===== config.mk =====
export PLATFORM = sky130hd
export DESIGN_NAME = avcdg_top
export DESIGN_NICKNAME = d
export VERILOG_FILES = /design/src/hw/avcdg_pkg.sv /design/src/hw/avcdg_top.sv /design/src/hw/avcdg_divider.sv
export SDC_FILE = /design/constraint.sdc
export NUM_CORES = 1
export LEC_CHECK = 0
export BUFFER_PORTS_ARGS = -buffer_cell sky130_fd_sc_hd__buf_4
export CORE_UTILIZATION = 49
export CTS_BUF_LIST = sky130_fd_sc_hd__clkbuf_4
export CTS_CLUSTER_SIZE = 30
export DETAILED_ROUTE_END_ITERATION = 12
export PLACE_DENSITY = 0.84
export SETUP_SLACK_MARGIN = 0.02
export SYNTH_ARGS = -nofsm -noshare
export SYNTH_HDL_FRONTEND = slang
export SYNTH_SLANG_ARGS = --single-unit

===== constraint.sdc =====
create_clock -name clk -period 1.7 [get_ports clk]
set_clock_uncertainty 0.1 [all_clocks]
set_input_delay 0.17 -clock clk [delete_from_list [all_inputs] [get_ports clk]]
set_output_delay 0.17 -clock clk [all_outputs]
set_load 0.01 [all_outputs]

===== src/hw/avcdg_pkg.sv =====
package avcdg_pkg;

   // Register byte offsets
   localparam logic [11:0] VOICE_DIV_OFFSET  = 12'h114;
   localparam logic [11:0] SOUND_DIV_OFFSET  = 12'h118;
   localparam logic [11:0] VOICE_GATE_OFFSET = 12'h11C;
   localparam logic [11:0] AUDIO_GATE_OFFSET = 12'h120;

   // Divider control fields
   localparam int          DIV_RUN_BIT       = 4;
   localparam int          DIV_RATIO_MSB     = 3;
   localparam int          RATIO_WIDTH       = 4;
   localparam logic        DIV_RUN_RESET     = 1'h1;
   localparam logic [3:0]  VOICE_RATIO_RESET = 4'h1;
   localparam logic [3:0]  SOUND_RATIO_RESET = 4'h3;

   // Gate fields
   localparam int          VG_VOICE_BUS_BIT  = 0;
   localparam int          VG_PROC_IF_BIT    = 1;
   localparam int          VG_FABRIC_BIT     = 2;
   localparam int          AG_PDM_LEFT_BIT   = 0;
   localparam int          AG_PDM_RIGHT_BIT  = 1;
   localparam int          AG_I2S_MASTER_BIT = 2;
   localparam int          AG_SOUND_DET_BIT  = 3;
   localparam logic [2:0]  VOICE_GATE_RESET  = 3'h0;
   localparam logic [3:0]  AUDIO_GATE_RESET  = 4'h0;

   // AXI responses
   localparam logic [1:0]  RESP_OKAY         = 2'h0;
   localparam logic [1:0]  RESP_SLVERR       = 2'h2;

   typedef struct packed {
      logic       run;
      logic [3:0] ratio;
   } avcdg_div_s;

   typedef struct packed {
      logic voice_bus;
      logic processor_interface;
      logic programmable_fabric;
      logic pdm_left;
      logic pdm_right;
      logic i2s_master;
      logic sound_detect;
   } avcdg_clk_en_s;

endpackage


===== src/hw/avcdg_top.sv =====
// Chosen here: the AXI4-Lite register port.
module avcdg_top (
   input  wire logic                    clk,
   input  wire logic                    reset,
   input  wire logic                    system_source_clock,
   input  wire logic                    audio_source_clock,
   output avcdg_pkg::avcdg_clk_en_s     clk_en,
   input  wire logic [11:0]             s_axi_awaddr,
   input  wire logic                    s_axi_awvalid,
   output logic                         s_axi_awready,
   input  wire logic [31:0]             s_axi_wdata,
   input  wire logic [3:0]              s_axi_wstrb,
   input  wire logic                    s_axi_wvalid,
   output logic                         s_axi_wready,
   output logic [1:0]                   s_axi_bresp,
   output logic                         s_axi_bvalid,
   input  wire logic                    s_axi_bready,
   input  wire logic [11:0]             s_axi_araddr,
   input  wire logic                    s_axi_arvalid,
   output logic                         s_axi_arready,
   output logic [31:0]                  s_axi_rdata,
   output logic [1:0]                   s_axi_rresp,
   output logic                         s_axi_rvalid,
   input  wire logic                    s_axi_rready
);
   avcdg_pkg::avcdg_div_s    vdiv_q, vdiv_d, sdiv_q, sdiv_d;
   logic [2:0]               vgate_q, vgate_d;
   logic [3:0]               agate_q, agate_d;
   logic                     bvalid_q, bvalid_d, rvalid_q, rvalid_d;
   logic [1:0]               bresp_q, bresp_d, rresp_q, rresp_d;
   logic [31:0]              rdata_q, rdata_d;
   avcdg_pkg::avcdg_clk_en_s en_q, en_d;
   logic                     wr_go, rd_go, voice_tick, sound_tick;

   function automatic logic mapped(input logic [11:0] a);
      return a == avcdg_pkg::VOICE_DIV_OFFSET || a == avcdg_pkg::SOUND_DIV_OFFSET ||
             a == avcdg_pkg::VOICE_GATE_OFFSET || a == avcdg_pkg::AUDIO_GATE_OFFSET;
   endfunction

   function automatic avcdg_pkg::avcdg_div_s div_write(input avcdg_pkg::avcdg_div_s cur,
                                                       input logic [7:0] b);
      avcdg_pkg::avcdg_div_s n;
      n     = cur;
      n.run = b[avcdg_pkg::DIV_RUN_BIT];
      if (cur.run) begin
         n.ratio = b[avcdg_pkg::DIV_RATIO_MSB:0];
      end
      return n;
   endfunction

   // Write waits for both channels so the response follows both
   assign wr_go         = s_axi_awvalid && s_axi_wvalid && !bvalid_q;
   assign rd_go         = s_axi_arvalid && !rvalid_q;
   assign s_axi_awready = wr_go;
   assign s_axi_wready  = wr_go;
   assign s_axi_arready = rd_go;
   assign s_axi_bvalid  = bvalid_q;
   assign s_axi_bresp   = bresp_q;
   assign s_axi_rvalid  = rvalid_q;
   assign s_axi_rresp   = rresp_q;
   assign s_axi_rdata   = rdata_q;
   assign clk_en        = en_q;

   always_comb begin
      vdiv_d   = vdiv_q;
      sdiv_d   = sdiv_q;
      vgate_d  = vgate_q;
      agate_d  = agate_q;
      bvalid_d = bvalid_q && !s_axi_bready;
      bresp_d  = bresp_q;
      rvalid_d = rvalid_q && !s_axi_rready;
      rresp_d  = rresp_q;
      rdata_d  = rdata_q;
      if (wr_go) begin
         bvalid_d = 1'b1;
         bresp_d  = mapped(s_axi_awaddr) ? avcdg_pkg::RESP_OKAY : avcdg_pkg::RESP_SLVERR;
         // All fields sit in byte lane 0
         if (s_axi_wstrb[0]) begin
            case (s_axi_awaddr)
               avcdg_pkg::VOICE_DIV_OFFSET:  vdiv_d  = div_write(vdiv_q, s_axi_wdata[7:0]);
               avcdg_pkg::SOUND_DIV_OFFSET:  sdiv_d  = div_write(sdiv_q, s_axi_wdata[7:0]);
               avcdg_pkg::VOICE_GATE_OFFSET: vgate_d = s_axi_wdata[2:0];
               avcdg_pkg::AUDIO_GATE_OFFSET: agate_d = s_axi_wdata[3:0];
               default: ;
            endcase
         end
      end
      if (rd_go) begin
         rvalid_d = 1'b1;
         rresp_d  = mapped(s_axi_araddr) ? avcdg_pkg::RESP_OKAY : avcdg_pkg::RESP_SLVERR;
         case (s_axi_araddr)
            avcdg_pkg::VOICE_DIV_OFFSET:  rdata_d = {27'h0, vdiv_q};
            avcdg_pkg::SOUND_DIV_OFFSET:  rdata_d = {27'h0, sdiv_q};
            avcdg_pkg::VOICE_GATE_OFFSET: rdata_d = {29'h0, vgate_q};
            avcdg_pkg::AUDIO_GATE_OFFSET: rdata_d = {28'h0, agate_q};
            default:                      rdata_d = 32'h0;
         endcase
      end
   end

   always_ff @(posedge clk) begin
      if (reset) begin
         vdiv_q   <= '{run: avcdg_pkg::DIV_RUN_RESET, ratio: avcdg_pkg::VOICE_RATIO_RESET};
         sdiv_q   <= '{run: avcdg_pkg::DIV_RUN_RESET, ratio: avcdg_pkg::SOUND_RATIO_RESET};
         vgate_q  <= avcdg_pkg::VOICE_GATE_RESET;
         agate_q  <= avcdg_pkg::AUDIO_GATE_RESET;
         bvalid_q <= 1'b0;
         bresp_q  <= 2'h0;
         rvalid_q <= 1'b0;
         rresp_q  <= 2'h0;
         rdata_q  <= 32'h0;
      end else begin
         vdiv_q   <= vdiv_d;
         sdiv_q   <= sdiv_d;
         vgate_q  <= vgate_d;
         agate_q  <= agate_d;
         bvalid_q <= bvalid_d;
         bresp_q  <= bresp_d;
         rvalid_q <= rvalid_d;
         rresp_q  <= rresp_d;
         rdata_q  <= rdata_d;
      end
   end

   avcdg_divider #(
      .RESET_RATIO (avcdg_pkg::VOICE_RATIO_RESET)
   ) u_voice_div (
      .clk      (clk),
      .reset    (reset),
      .src_tick (system_source_clock),
      .run      (vdiv_q.run),
      .ratio    (vdiv_q.ratio),
      .div_tick (voice_tick)
   );

   avcdg_divider #(
      .RESET_RATIO (avcdg_pkg::SOUND_RATIO_RESET)
   ) u_sound_div (
      .clk      (clk),
      .reset    (reset),
      .src_tick (audio_source_clock),
      .run      (sdiv_q.run),
      .ratio    (sdiv_q.ratio),
      .div_tick (sound_tick)
   );

   // voice and sound_detect gates act on whole registered ticks; pdm and i2s gates act on raw audio_source_clock
   always_comb begin
      en_d.voice_bus           = voice_tick && vgate_q[avcdg_pkg::VG_VOICE_BUS_BIT];
      en_d.processor_interface = voice_tick && vgate_q[avcdg_pkg::VG_PROC_IF_BIT];
      en_d.programmable_fabric = voice_tick && vgate_q[avcdg_pkg::VG_FABRIC_BIT];
      en_d.pdm_left            = audio_source_clock && agate_q[avcdg_pkg::AG_PDM_LEFT_BIT];
      en_d.pdm_right           = audio_source_clock && agate_q[avcdg_pkg::AG_PDM_RIGHT_BIT];
      en_d.i2s_master          = audio_source_clock && agate_q[avcdg_pkg::AG_I2S_MASTER_BIT];
      en_d.sound_detect        = sound_tick && agate_q[avcdg_pkg::AG_SOUND_DET_BIT];
   end

   always_ff @(posedge clk) begin
      if (reset) begin
         en_q <= '0;
      end else begin
         en_q <= en_d;
      end
   end
endmodule


===== src/hw/avcdg_divider.sv =====
module avcdg_divider #(
   parameter logic [3:0] RESET_RATIO = 4'h1
) (
   input  wire logic       clk,
   input  wire logic       reset,
   input  wire logic       src_tick,
   input  wire logic       run,
   input  wire logic [3:0] ratio,
   output logic            div_tick
);
   logic [3:0] cnt_q;
   logic [3:0] cnt_d;
   logic [3:0] act_q;
   logic [3:0] act_d;
   logic       tick_q;
   logic       tick_d;

   always_comb begin
      cnt_d  = cnt_q;
      act_d  = act_q;
      tick_d = 1'b0;
      if (!run) begin
         cnt_d = 4'h0;
         act_d = ratio;
      end else if (src_tick) begin
         if (cnt_q == act_q) begin
            cnt_d  = 4'h0;
            tick_d = 1'b1;
            act_d  = ratio;
         end else begin
            cnt_d = cnt_q + 4'h1;
         end
      end
   end

   always_ff @(posedge clk) begin
      if (reset) begin
         cnt_q  <= 4'h0;
         act_q  <= RESET_RATIO;
         tick_q <= 1'b0;
      end else begin
         cnt_q  <= cnt_d;
         act_q  <= act_d;
         tick_q <= tick_d;
      end
   end

   assign div_tick = tick_q;
endmodule


==> results of run 1 <==
==> layout by cell type (no fill, tap or decap), drive strengths merged, types with 3 or more instances in the layout <==
cell         instances
nor4b                3
nor2b                7
a31o                 4
nand3                7
mux2i               17
and3                 7
buf                 71
a31oi                5
nand4                5
dfxtp               51
o211ai               7
and2                 5
nor4                 4
o21ai                3
a22oi                5
nand2               30
dlygate4sd3          5
a21oi                8
a311o                3
clkbuf               6
a211oi               4
inv                  9
conb                29
nor2                17
nand3b               5
xor2                 3
o31ai                3
xnor2                9
nand2b               4
==> registers in the layout, indices dropped and copies added, names as in the netlist <==
| register | flops |
|---|---|
| u_sound_div.cnt_q | 4 |
| vdiv_q | 5 |
| vgate_q | 3 |
| u_voice_div.act_q | 4 |
| s_axi_bvalid | 1 |
| u_voice_div.cnt_q | 4 |
| clk_en | 7 |
| s_axi_rresp | 1 |
| sdiv_q | 5 |
| u_voice_div.div_tick | 1 |
| u_sound_div.act_q | 4 |
| s_axi_bresp | 1 |
| u_sound_div.div_tick | 1 |
| s_axi_rvalid | 1 |
| agate_q | 4 |
| s_axi_rdata | 5 |
==> logic make-up (layout without fill, tap and decap cells) <==
family / after synthesis / count (layout) / share of synthesized area [%]
fa+ha+maj: 2 / 2 / 0.945
flops: 51 / 51 / 38.6
compound gates: 54 / 54 / 15.1
simple gates: 102 / 102 / 21.7
xor+xnor: 12 / 12 / 3.97
other cells: 1 / 29 / 0.142
mux: 19 / 19 / 7.28
buf+inv: 54 / 95 / 12.3
==> what timing repair did <==
action,in CTS,in global routing
endpoints found under the hold margin,7,1
setup buffers,0,1
resized for setup,1,7
setup endpoints to repair,10,14
pin swaps,2,1
hold buffers,4,1
==> metrics by stage <==
| stage | TNS (ns) | area [um^2] | power, uW |
|---|---|---|---|
| floorplan | 0 | 2750 | 1510 |
| global placement | -0.327 | 3080 | 1600 |
| detailed placement | -0.715 | 3080 | 1610 |
| CTS | 0 | 3230 | 2450 |
| global route | 0 | 3280 | 2560 |
| finish | 0 | 3280 | 2480 |
==> layout make-up <==
type,instances,area [um^2],share of cell area (%)
clock inverters,2,60.1,1.83
repair buffers,76,587,17.9
well taps,70,87.6,2.67
inverters,11,41.3,1.26
multi-input cells,218,1430,43.7
clock buffers,6,45.0,1.38
flip-flops and latches,51,1020,31.2
==> report_power, final <==
| group | leakage, uW | internal, uW | switching (uW) |
|---|---|---|---|
| combinational | 0.00100 | 169 | 193 |
| sequential | 0.000413 | 1220 | 26.2 |
| clock | 0.0000559 | 475 | 397 |
| total | 0.00147 | 1860 | 616 |
==> routing by layer <==
| layer | vias up | share of wire [%] | GRT usage (%) |
|---|---|---|---|
| met5 | - | 0 | 0 |
| met4 | 0 | 1.9 | 7.41 |
| met3 | 12 | 4.3 | 5.03 |
| met2 | 71 | 53 | 42.7 |
| met1 | 1081 | 41 | 25.6 |
| li1 | 1137 | - | - |
==> critical path, stage by stage (launching register included) <==
cell	delay [ns]
dfxtp_2	0.34
nand3b_1	0.25
buf_4	0.20
inv_2	0.06
buf_4	0.12
==> path summary, 6_finish.rpt <==
| kind | start | to | slack (ns) |
|---|---|---|---|
| worst max-delay path | s_axi_bvalid$_SDFF_PP0_ | s_axi_awready | 0.07 |
| worst min-delay path | s_axi_awaddr[6] | s_axi_bresp[1]$_SDFFE_PP0N_ | -0.007 |
| worst max register to register | s_axi_bvalid$_SDFF_PP0_ | vdiv_q[1]$_SDFFE_PP0P_ | 0.07 |
| worst min register to register | s_axi_rdata[4]$_SDFFE_PP0P_ | s_axi_rdata[4]$_SDFFE_PP0P_ | 0.40 |
==> results.py, run 1 <==
metrics = {
    "status": {
        "status": "finished, violations left",
        "violations": "hold timing",
    },
    "routing": {
        "avgViaCountPerCell": 5.30,
        "dr.pass1.iters": 5,
        "wl_um": 6140,
        "first_iter_violations": 115,
        "post_drt_wl_per_cell_um": 14.2,
        "antenna_left": 0,
        "drc": 0,
        "via_count": 2301,
    },
    "synth": {
        "synth_commonest_cells": "51 x dfxtp_1, 31 x buf_4, 30 x nand2_1",
        "ys_warn_count": 0,
        "synth-seq-cells": 51,
        "synth-seq-area-share_pct": 38.6,
        "yosys.cell_types.count": 50,
        "yosysTopAreaCell": "dfxtp_1",
        "synth.most_common_cell": "dfxtp_1",
        "synth_edf_count": 0,
        "mappedNetlistArea_um2": 2650,
        "yosysTopAreaCellShare_pct": 38.6,
        "avgSynthCellArea_um2": 8.97,
        "syn-instance-count": 295,
        "synth_top_cells_by_area": "dfxtp_1 39%, buf_4 8.8%, mux2i_1 6.4%",
        "ys_async_sr_fraction_pct": 0,
        "ys.flop_type": "dfxtp_1",
    },
    "die": {
        "start_util_pct": 51.5,
        "io_pins": 117,
        "core_um2": 5140,
        "dieArea_um2": 5700,
        "rows": 26,
        "fp.dieH_um": 75.5,
        "fp.dieW_um": 75.5,
    },
    "critical_path": {
        "path_max_fanout": 4,
        "critPathArrivalTime_ns": 1.36,
        "cp-start-kind": "flop",
        "cp-end-kind": "primary output",
        "worst_ep_required_time_ns": 1.43,
        "path_class": "reg -> out",
        "reg2regPathDepth": 5,
    },
    "sta": {
        "timing.hold.ws_ns": -0.00704,
        "timing.final.crit_share_pct": 96.1,
        "maxSlewViolCount": 0,
        "setup_viol": 0,
        "final_hold_viol_count": 1,
        "max_freq_mhz": 612,
        "period_needed_ns": 1.63,
        "setup_slack_ns": 0.0667,
        "rsz0062_at_grt": "true",
    },
    "placed_design": {
        "dp_hpwl_um": 4490,
        "dp_cells": 420,
        "gp_congestion": 0.896,
        "place_ws_ns": -0.147,
        "io_buffers": 57,
    },
    "finish": {
        "final_core_util_pct": 63.7,
        "fin_nets": 434,
        "syn_to_final_growth_pct": 23.7,
        "final_cells": 434,
        "diodes": 0,
        "drive_gt1_share_pct": 26.4,
        "n_fill_cell": 454,
    },
    "global_routing": {
        "antenna_found_initial": 0,
        "grt_overflow": 0,
        "grt_pass1_wl_um": 9850,
        "grt_max_degree": 24,
        "grt_usage_pct": 22.8,
        "grt_pass1_vias": 2202,
    },
    "power_and_ir_drop": {
        "irDropWorstVdd_v": 0.000631,
        "power_density_nw_per_um2": 757,
        "p_leak_uw": 0.00147,
    },
    "worst_hold_path": {
        "hold-path-cell-count": 3,
        "min_path_type": "in -> reg",
    },
    "clocking": {
        "clockBufferDepth": 2,
        "root_buffer": "clkbuf_4",
        "clk-insertion-delay-late_ns": 0.38,
        "clk_pin_slew_ns": 0.15,
        "cts_made_buffers": 5,
        "cts_sinks": 51,
        "htreeDepth": 2,
        "tritoncts": "done",
    },
    "job": {
        "cap_violations": 0,
    },
}
Power figures use the tool's default switching activity.
==> inputs of run 2 (changes only) <==
--- a/config.mk
+++ b/config.mk
@@ -6,11 +6,11 @@
 export NUM_CORES = 1
 export LEC_CHECK = 0
 export BUFFER_PORTS_ARGS = -buffer_cell sky130_fd_sc_hd__buf_4
-export CORE_UTILIZATION = 49
+export CORE_UTILIZATION = 44
 export CTS_BUF_LIST = sky130_fd_sc_hd__clkbuf_4
 export CTS_CLUSTER_SIZE = 30
 export DETAILED_ROUTE_END_ITERATION = 12
-export PLACE_DENSITY = 0.84
+export PLACE_DENSITY = 0.8
 export SETUP_SLACK_MARGIN = 0.02
 export SYNTH_ARGS = -nofsm -noshare
 export SYNTH_HDL_FRONTEND = slang
==> constraint.sdc (replaced) <==
create_clock -name clk -period 1.5 [get_ports clk]
set_clock_uncertainty 0.1 [all_clocks]
set_input_delay 0.15 -clock clk [delete_from_list [all_inputs] [get_ports clk]]
set_output_delay 0.15 -clock clk [all_outputs]
set_load 0.01 [all_outputs]
==> run 2 against run 1 <==
  * The run ends with setup timing left
  * Critical path depth up 1
  * Die area up 11%
  * Clock-buffer cell count down 1
==> results.py, run 2 (synthesis results as in run 1) <==
metrics = {
    "sta": {
        "timing.hold.ws_ns": 0.00377,
        "final_hold_viol_count": 0,
        "max_freq_mhz": 659,
        "maxSlewViolCount": 0,
        "timing.final.crit_share_pct": 101,
        "period_needed_ns": 1.52,
        "setup_viol": 1,
        "setup_slack_ns": -0.0182,
        "rsz0062_at_grt": "true",
    },
    "critical_path": {
        "cp-end-kind": "flop",
        "setup.worst_path.start": "s_axi_bvalid$_SDFF_PP0_",
        "max_stage_delay_ns": 0.35,
        "r2r_start": "s_axi_bvalid$_SDFF_PP0_",
        "worst_ep_required_time_ns": 1.71,
        "cp_slowest_cell": "dfxtp_2",
        "path_max_fanout": 4,
        "critPathArrivalTime_ns": 1.73,
        "cp_num_cells": 5,
        "crit_chain": "nand3b_1 > buf_6 > nor4_4 > and3_4 > mux2i_1",
        "reg2reg_slack_ns": -0.02,
        "crit_end": "agate_q[3]$_SDFFE_PP0P_",
        "cp-start-kind": "flop",
        "critical-path-top-delay-family": "simple AND/OR/NAND/NOR gates",
        "reg2regPathDepth": 5,
        "path_class": "reg -> reg",
        "reg2reg_to": "agate_q[3]$_SDFFE_PP0P_",
        "crit_buf_inv": 1,
    },
    "placed_design": {
        "io_buffers": 57,
        "dp_cells": 434,
        "place_ws_ns": -0.273,
        "dp_hpwl_um": 4700,
        "dpl_cell_area_um2": 3180,
        "gp_congestion": 0.823,
    },
    "worst_hold_path": {
        "min_path_type": "in -> reg",
        "hold-path-cell-count": 3,
    },
    "die": {
        "dieArea_um2": 6330,
        "io_pins": 117,
        "core_um2": 5640,
        "fp.dieW_um": 79.6,
        "start_util_pct": 46.9,
        "fp.dieH_um": 79.6,
        "rows": 27,
    },
    "global_routing": {
        "grt_max_degree": 17,
        "grt_pass1_vias": 2293,
        "grt_usage_pct": 20.7,
        "grt_overflow": 0,
        "grt_pass1_wl_um": 10200,
        "antenna_found_initial": 0,
    },
    "routing": {
        "first_iter_violations": 111,
        "avgViaCountPerCell": 5.22,
        "post_drt_wl_per_cell_um": 14.1,
        "via_count": 2392,
        "drc": 0,
        "wl_um": 6460,
        "dr.pass1.iters": 4,
        "antenna_left": 0,
    },
    "power_and_ir_drop": {
        "power.total_uw": 2540,
        "power_density_nw_per_um2": 735,
        "p_leak_uw": 0.00157,
        "irDropWorstVdd_v": 0.000475,
    },
    "status": {
        "violations": "setup timing",
        "status": "finished, violations left",
    },
    "finish": {
        "syn_to_final_growth_pct": 30.8,
        "fin_nets": 456,
        "diodes": 0,
        "final_area_um2": 3460,
        "n_fill_cell": 475,
        "final_cell_mix": "84 x buf_4, 42 x dfxtp_1, 29 x nand2_1, 29 x conb_1",
        "largest_register_ff_count": 7,
        "drive_gt1_share_pct": 32.9,
        "final_common_cell": "buf_4",
        "final_cells": 458,
    },
    "clocking": {
        "tritoncts": "done",
        "clk_pin_slew_ns": 0.16,
        "clk-insertion-delay-late_ns": 0.37,
        "cts_sinks": 51,
        "clockBufferDepth": 2,
        "root_buffer": "clkbuf_4",
        "cts_made_buffers": 5,
        "htreeDepth": 2,
    },
    "job": {
        "cap_violations": 0,
    },
}
-- run 2: cell count changes in the layout (fill, tap and decap cells not counted), moves of 2 or more --
cell / delta
buf_4: +14
nand3_2: +2
buf_6: +3
dfxtp_1: -8
dfxtp_2: +8
dlygate4sd3_1: +5
bufinv_16: -2
nand3_1: -2
-- run 2: what timing repair did --
| item | CTS | global route |
|---|---|---|
| endpoints found under the setup margin | 20 | 25 |
| setup buffers | 3 | 3 |
| hold buffers | 9 | 1 |
| hold endpoints to repair | 15 | 1 |
| pin swaps | 3 | 8 |
| resized for setup | 7 | 18 |
-- run 2: how the worst min path moves through the flow --
stage | startpoint | endpoint | slack [ns]
6_report | s_axi_awaddr[7] | s_axi_bresp[1]$_SDFFE_PP0N_ | 0.004
5_1_grt | s_axi_awaddr[7] | s_axi_bresp[1]$_SDFFE_PP0N_ | 0.005
4_1_cts | s_axi_awaddr[7] | s_axi_bresp[1]$_SDFFE_PP0N_ | 0.00002
3_5_place_dp | s_axi_rready | s_axi_rvalid$_SDFF_PP0_ | 0.33
3_3_place_gp | s_axi_bready | s_axi_bvalid$_SDFF_PP0_ | 0.31
2_1_floorplan | s_axi_wdata[1] | sdiv_q[1]$_SDFFE_PP1P_ | 0.21
-- run 2: through the flow --
| step | TNS [ns] | utilization (%) |
|---|---|---|
| after floorplan | -0.648 | - |
| after detailed placement | -3.22 | 56.3 |
| after global routing | -0.494 | 61.4 |
| final | -0.0182 | 61.4 |
| after global placement | -2.58 | 56.3 |
| after CTS | 0 | 59.7 |
-- run 2: metal layers --
layer / vias to the layer above / share of wire [%] / track usage, %
met3: 7 / 4.5 / 4.00
li1: 1176 / - / -
met2: 82 / 52 / 37.2
met5: - / 0 / 0
met4: 0 / 1.6 / 7.82
met1: 1127 / 42 / 24.0
-- run 2: tightest hold or removal path: stages --
cell     delay (ns)
buf_4          0.08
nor2_1         0.06
a31oi_1        0.16
-- run 2: cell type report --
cell class | instances | area [um^2] | area share [%]
Clock buffer | 5 | 37.5 | 1.08
Clock inverter | 3 | 20.0 | 0.578
Multi-Input combinational cell | 218 | 1470 | 42.3
Inverter | 11 | 41.3 | 1.19
Tap cell | 72 | 90.1 | 2.60
Sequential cell | 51 | 1030 | 29.8
Timing Repair Buffer | 98 | 776 | 22.4
-- run 2: power by group --
part / switching (uW) / internal, uW / total [uW] / leakage, uW
clock: 448 / 181 / 629 / 0.0000288
combinational: 247 / 260 / 507 / 0.00112
sequential: 22.6 / 1390 / 1410 / 0.000416
==> inputs of run 3 (changes only) <==
--- a/config.mk
+++ b/config.mk
@@ -6,7 +6,7 @@
 export NUM_CORES = 1
 export LEC_CHECK = 0
 export BUFFER_PORTS_ARGS = -buffer_cell sky130_fd_sc_hd__buf_4
-export CORE_UTILIZATION = 44
+export CORE_UTILIZATION = 45
 export CTS_BUF_LIST = sky130_fd_sc_hd__clkbuf_4
 export CTS_CLUSTER_SIZE = 30
 export DETAILED_ROUTE_END_ITERATION = 12
@@ -14,4 +14,5 @@
 export SETUP_SLACK_MARGIN = 0.02
 export SYNTH_ARGS = -nofsm -noshare
 export SYNTH_HDL_FRONTEND = slang
+export SYNTH_HIERARCHICAL = 1
 export SYNTH_SLANG_ARGS = --single-unit
==> run 3 against run 2 <==
  * Sequential power about the same
  * Critical endpoint is now s_axi_awready
  * Hold slack improved by 0.041 ns
  * Sequential cell count stayed put
  * The run now ends clean
  * Highest routed layer unchanged
  * Largest power group unchanged
  * Largest cell class unchanged
  * Clock power fell by 5.2%
  * Worst setup slack better by 0.055 ns
  * Critical path depth down 2
==> results.py, run 3 <==
metrics = {
    "synth": {
        "synth_edf_count": 0,
        "synth-seq-area-share_pct": 35.7,
        "synth_compound_area_share_pct": 14.3,
        "synthSimpleGateAreaFrac_pct": 29.0,
        "synth_commonest_cells": "51 x dfxtp_1, 37 x buf_4, 25 x nor2_1",
        "yosysTopAreaCellShare_pct": 35.7,
        "ys_async_sr_fraction_pct": 0,
        "yosys.cell_types.count": 60,
        "avgSynthCellArea_um2": 9.07,
        "synth_fa_ha_area_share_pct": 0.876,
        "synth.area.mux_share_pct": 4.64,
        "mappedNetlistArea_um2": 2860,
        "yosysTopAreaCell": "dfxtp_1",
        "synth_top_cells_by_area": "dfxtp_1 36%, buf_4 9.7%, mux2i_1 3.9%",
        "ys.flop_type": "dfxtp_1",
        "ys_warn_count": 6,
        "synth_top_family_by_area": "simple AND/OR/NAND/NOR gates",
        "synth-xor-area-share_pct": 3.59,
        "synth.most_common_cell": "dfxtp_1",
        "synth-seq-cells": 51,
        "syn-instance-count": 315,
    },
    "placed_design": {
        "dp_cells": 456,
        "io_buffers": 57,
        "place_ws_ns": -0.0555,
        "gp_congestion": 0.828,
        "dp_hpwl_um": 4930,
    },
    "sta": {
        "final_hold_viol_count": 0,
        "maxSlewViolCount": 0,
        "period_needed_ns": 1.46,
        "timing.final.crit_share_pct": 97.6,
        "tns_ns": 0,
        "setup_viol": 0,
        "setup_slack_ns": 0.0365,
        "timing.hold.ws_ns": 0.0444,
        "rsz0062_at_grt": "true",
        "max_freq_mhz": 683,
    },
    "global_routing": {
        "grt_pass1_wl_um": 10500,
        "antenna_found_initial": 0,
        "grt_pass1_vias": 2349,
        "grt_overflow": 0,
        "grt_usage_pct": 20.3,
        "grt_max_degree": 35,
    },
    "routing": {
        "first_iter_violations": 138,
        "dr.pass1.iters": 6,
        "drc": 0,
        "antenna_left": 0,
        "post_drt_wl_per_cell_um": 14.2,
        "wl_um": 6740,
        "avgViaCountPerCell": 5.46,
        "via_count": 2584,
    },
    "power_and_ir_drop": {
        "power.share.sequential_pct": 57.3,
        "pwr-share-clk_pct": 24.5,
        "power_density_nw_per_um2": 681,
        "p_sw_share_pct": 27.1,
        "combPwrFrac_pct": 18.2,
        "p_int_uw": 1780,
        "irDropWorstVdd_v": 0.000312,
        "p_leak_uw": 0.00143,
        "p_switching_uw": 660,
    },
    "die": {
        "fp.dieH_um": 81.7,
        "rows": 28,
        "core_um2": 6030,
        "fp.dieW_um": 81.7,
        "dieArea_um2": 6670,
        "io_pins": 117,
        "start_util_pct": 47.4,
    },
    "finish": {
        "final_cell_mix": "84 x buf_4, 49 x dfxtp_1, 29 x conb_1, 24 x nor2_1, 17 x nand2b_1",
        "final_cells": 473,
        "fin_nets": 470,
        "final_common_cell": "buf_4",
        "drive_gt1_share_pct": 31.2,
        "largest_register_ff_count": 7,
        "final_core_util_pct": 59.4,
        "diodes": 0,
        "syn_to_final_growth_pct": 25.3,
    },
    "clocking": {
        "htreeDepth": 2,
        "tritoncts": "done",
        "clockBufferDepth": 2,
        "cts_sinks": 51,
        "cts_made_buffers": 5,
        "clk_pin_slew_ns": 0.14,
        "root_buffer": "clkbuf_4",
        "clk-insertion-delay-late_ns": 0.36,
    },
    "critical_path": {
        "path_max_fanout": 5,
        "path_class": "reg -> out",
        "cp-start-kind": "flop",
        "worst_ep_required_time_ns": 1.25,
        "cp-end-kind": "primary output",
        "critPathArrivalTime_ns": 1.21,
    },
    "job": {
        "cap_violations": 0,
    },
    "worst_hold_path": {
        "min_path_type": "in -> reg",
    },
    "status": {
        "status": "completed",
    },
}
## run 3: power groups by stage
stage	logic (uW)	clock network [uW]	registers (uW)
3_3_place_gp	390	0	1420
3_5_place_dp	400	0	1430
5_1_grt	482	656	1400
4_1_cts	427	601	1400
6_report	444	596	1400
2_1_floorplan	266	0	1430
## run 3: logic make-up after synthesis
logic type	count (synthesis)
flops	51
other cells	1
xor+xnor	10
mux	13
buf+inv	50
compound gates	55
fa+ha+maj	2
simple gates	133
## run 3: area by class of cell
class / count / area, um^2
fill: 534 / 2450
multi-input combinational: 243 / 1680
sequential: 51 / 1020
timing repair buffer: 93 / 721
tap: 75 / 93.8
clock buffer: 6 / 45.0
inverter: 5 / 18.8
## run 3: worst paths after layout
check / depth (start not counted) / slack (ns) / from / end
max: 3 / 0.04 / s_axi_bvalid$_SDFF_PP0_ / s_axi_awready
min reg2reg: 2 / 0.35 / u_sound_div/div_tick$_SDFF_PP0_ / clk_en[0]$_SDFF_PP0_
min: 3 / 0.04 / s_axi_araddr[4] / s_axi_rdata[4]$_SDFFE_PP0P_
max reg2reg: 4 / 0.07 / u_sound_div/cnt_q[3]$_SDFFE_PP0P_ / u_sound_div/act_q[1]$_SDFFE_PP1P_
## run 3: routing by layer
layer / GRT usage (%) / vias to the layer above / wire, um
met2: 36.8 / 106 / 3410
li1: - / 1256 / -
met5: 0 / - / 0
met3: 3.22 / 9 / 330
met4: 6.32 / 0 / 74
met1: 24.3 / 1213 / 2920
## run 3: worst max-delay path: stages, from the launching register on
cell     delay (ns)
dfxtp_2        0.36
and3b_1        0.19
buf_4          0.16
buf_4          0.14
## run 3: stage by stage
stage | total power (uW) | instance area [um^2]
detailed placement | 1830 | 3360
global placement | 1820 | 3360
floorplan | 1700 | 2970
CTS | 2430 | 3520
global route | 2540 | 3580
finish | 2440 | 3580
## run 3: what timing repair did
item | 4_1_cts | 5_1_grt
hold buffers | 9 | 0
endpoints found under the setup margin | 11 | 17
gates cloned | 1 | 0
pin swaps | 1 | 2
resized for setup | 4 | 16
endpoints found under the hold margin | 15 | 0
buffers inserted | 1 | 0
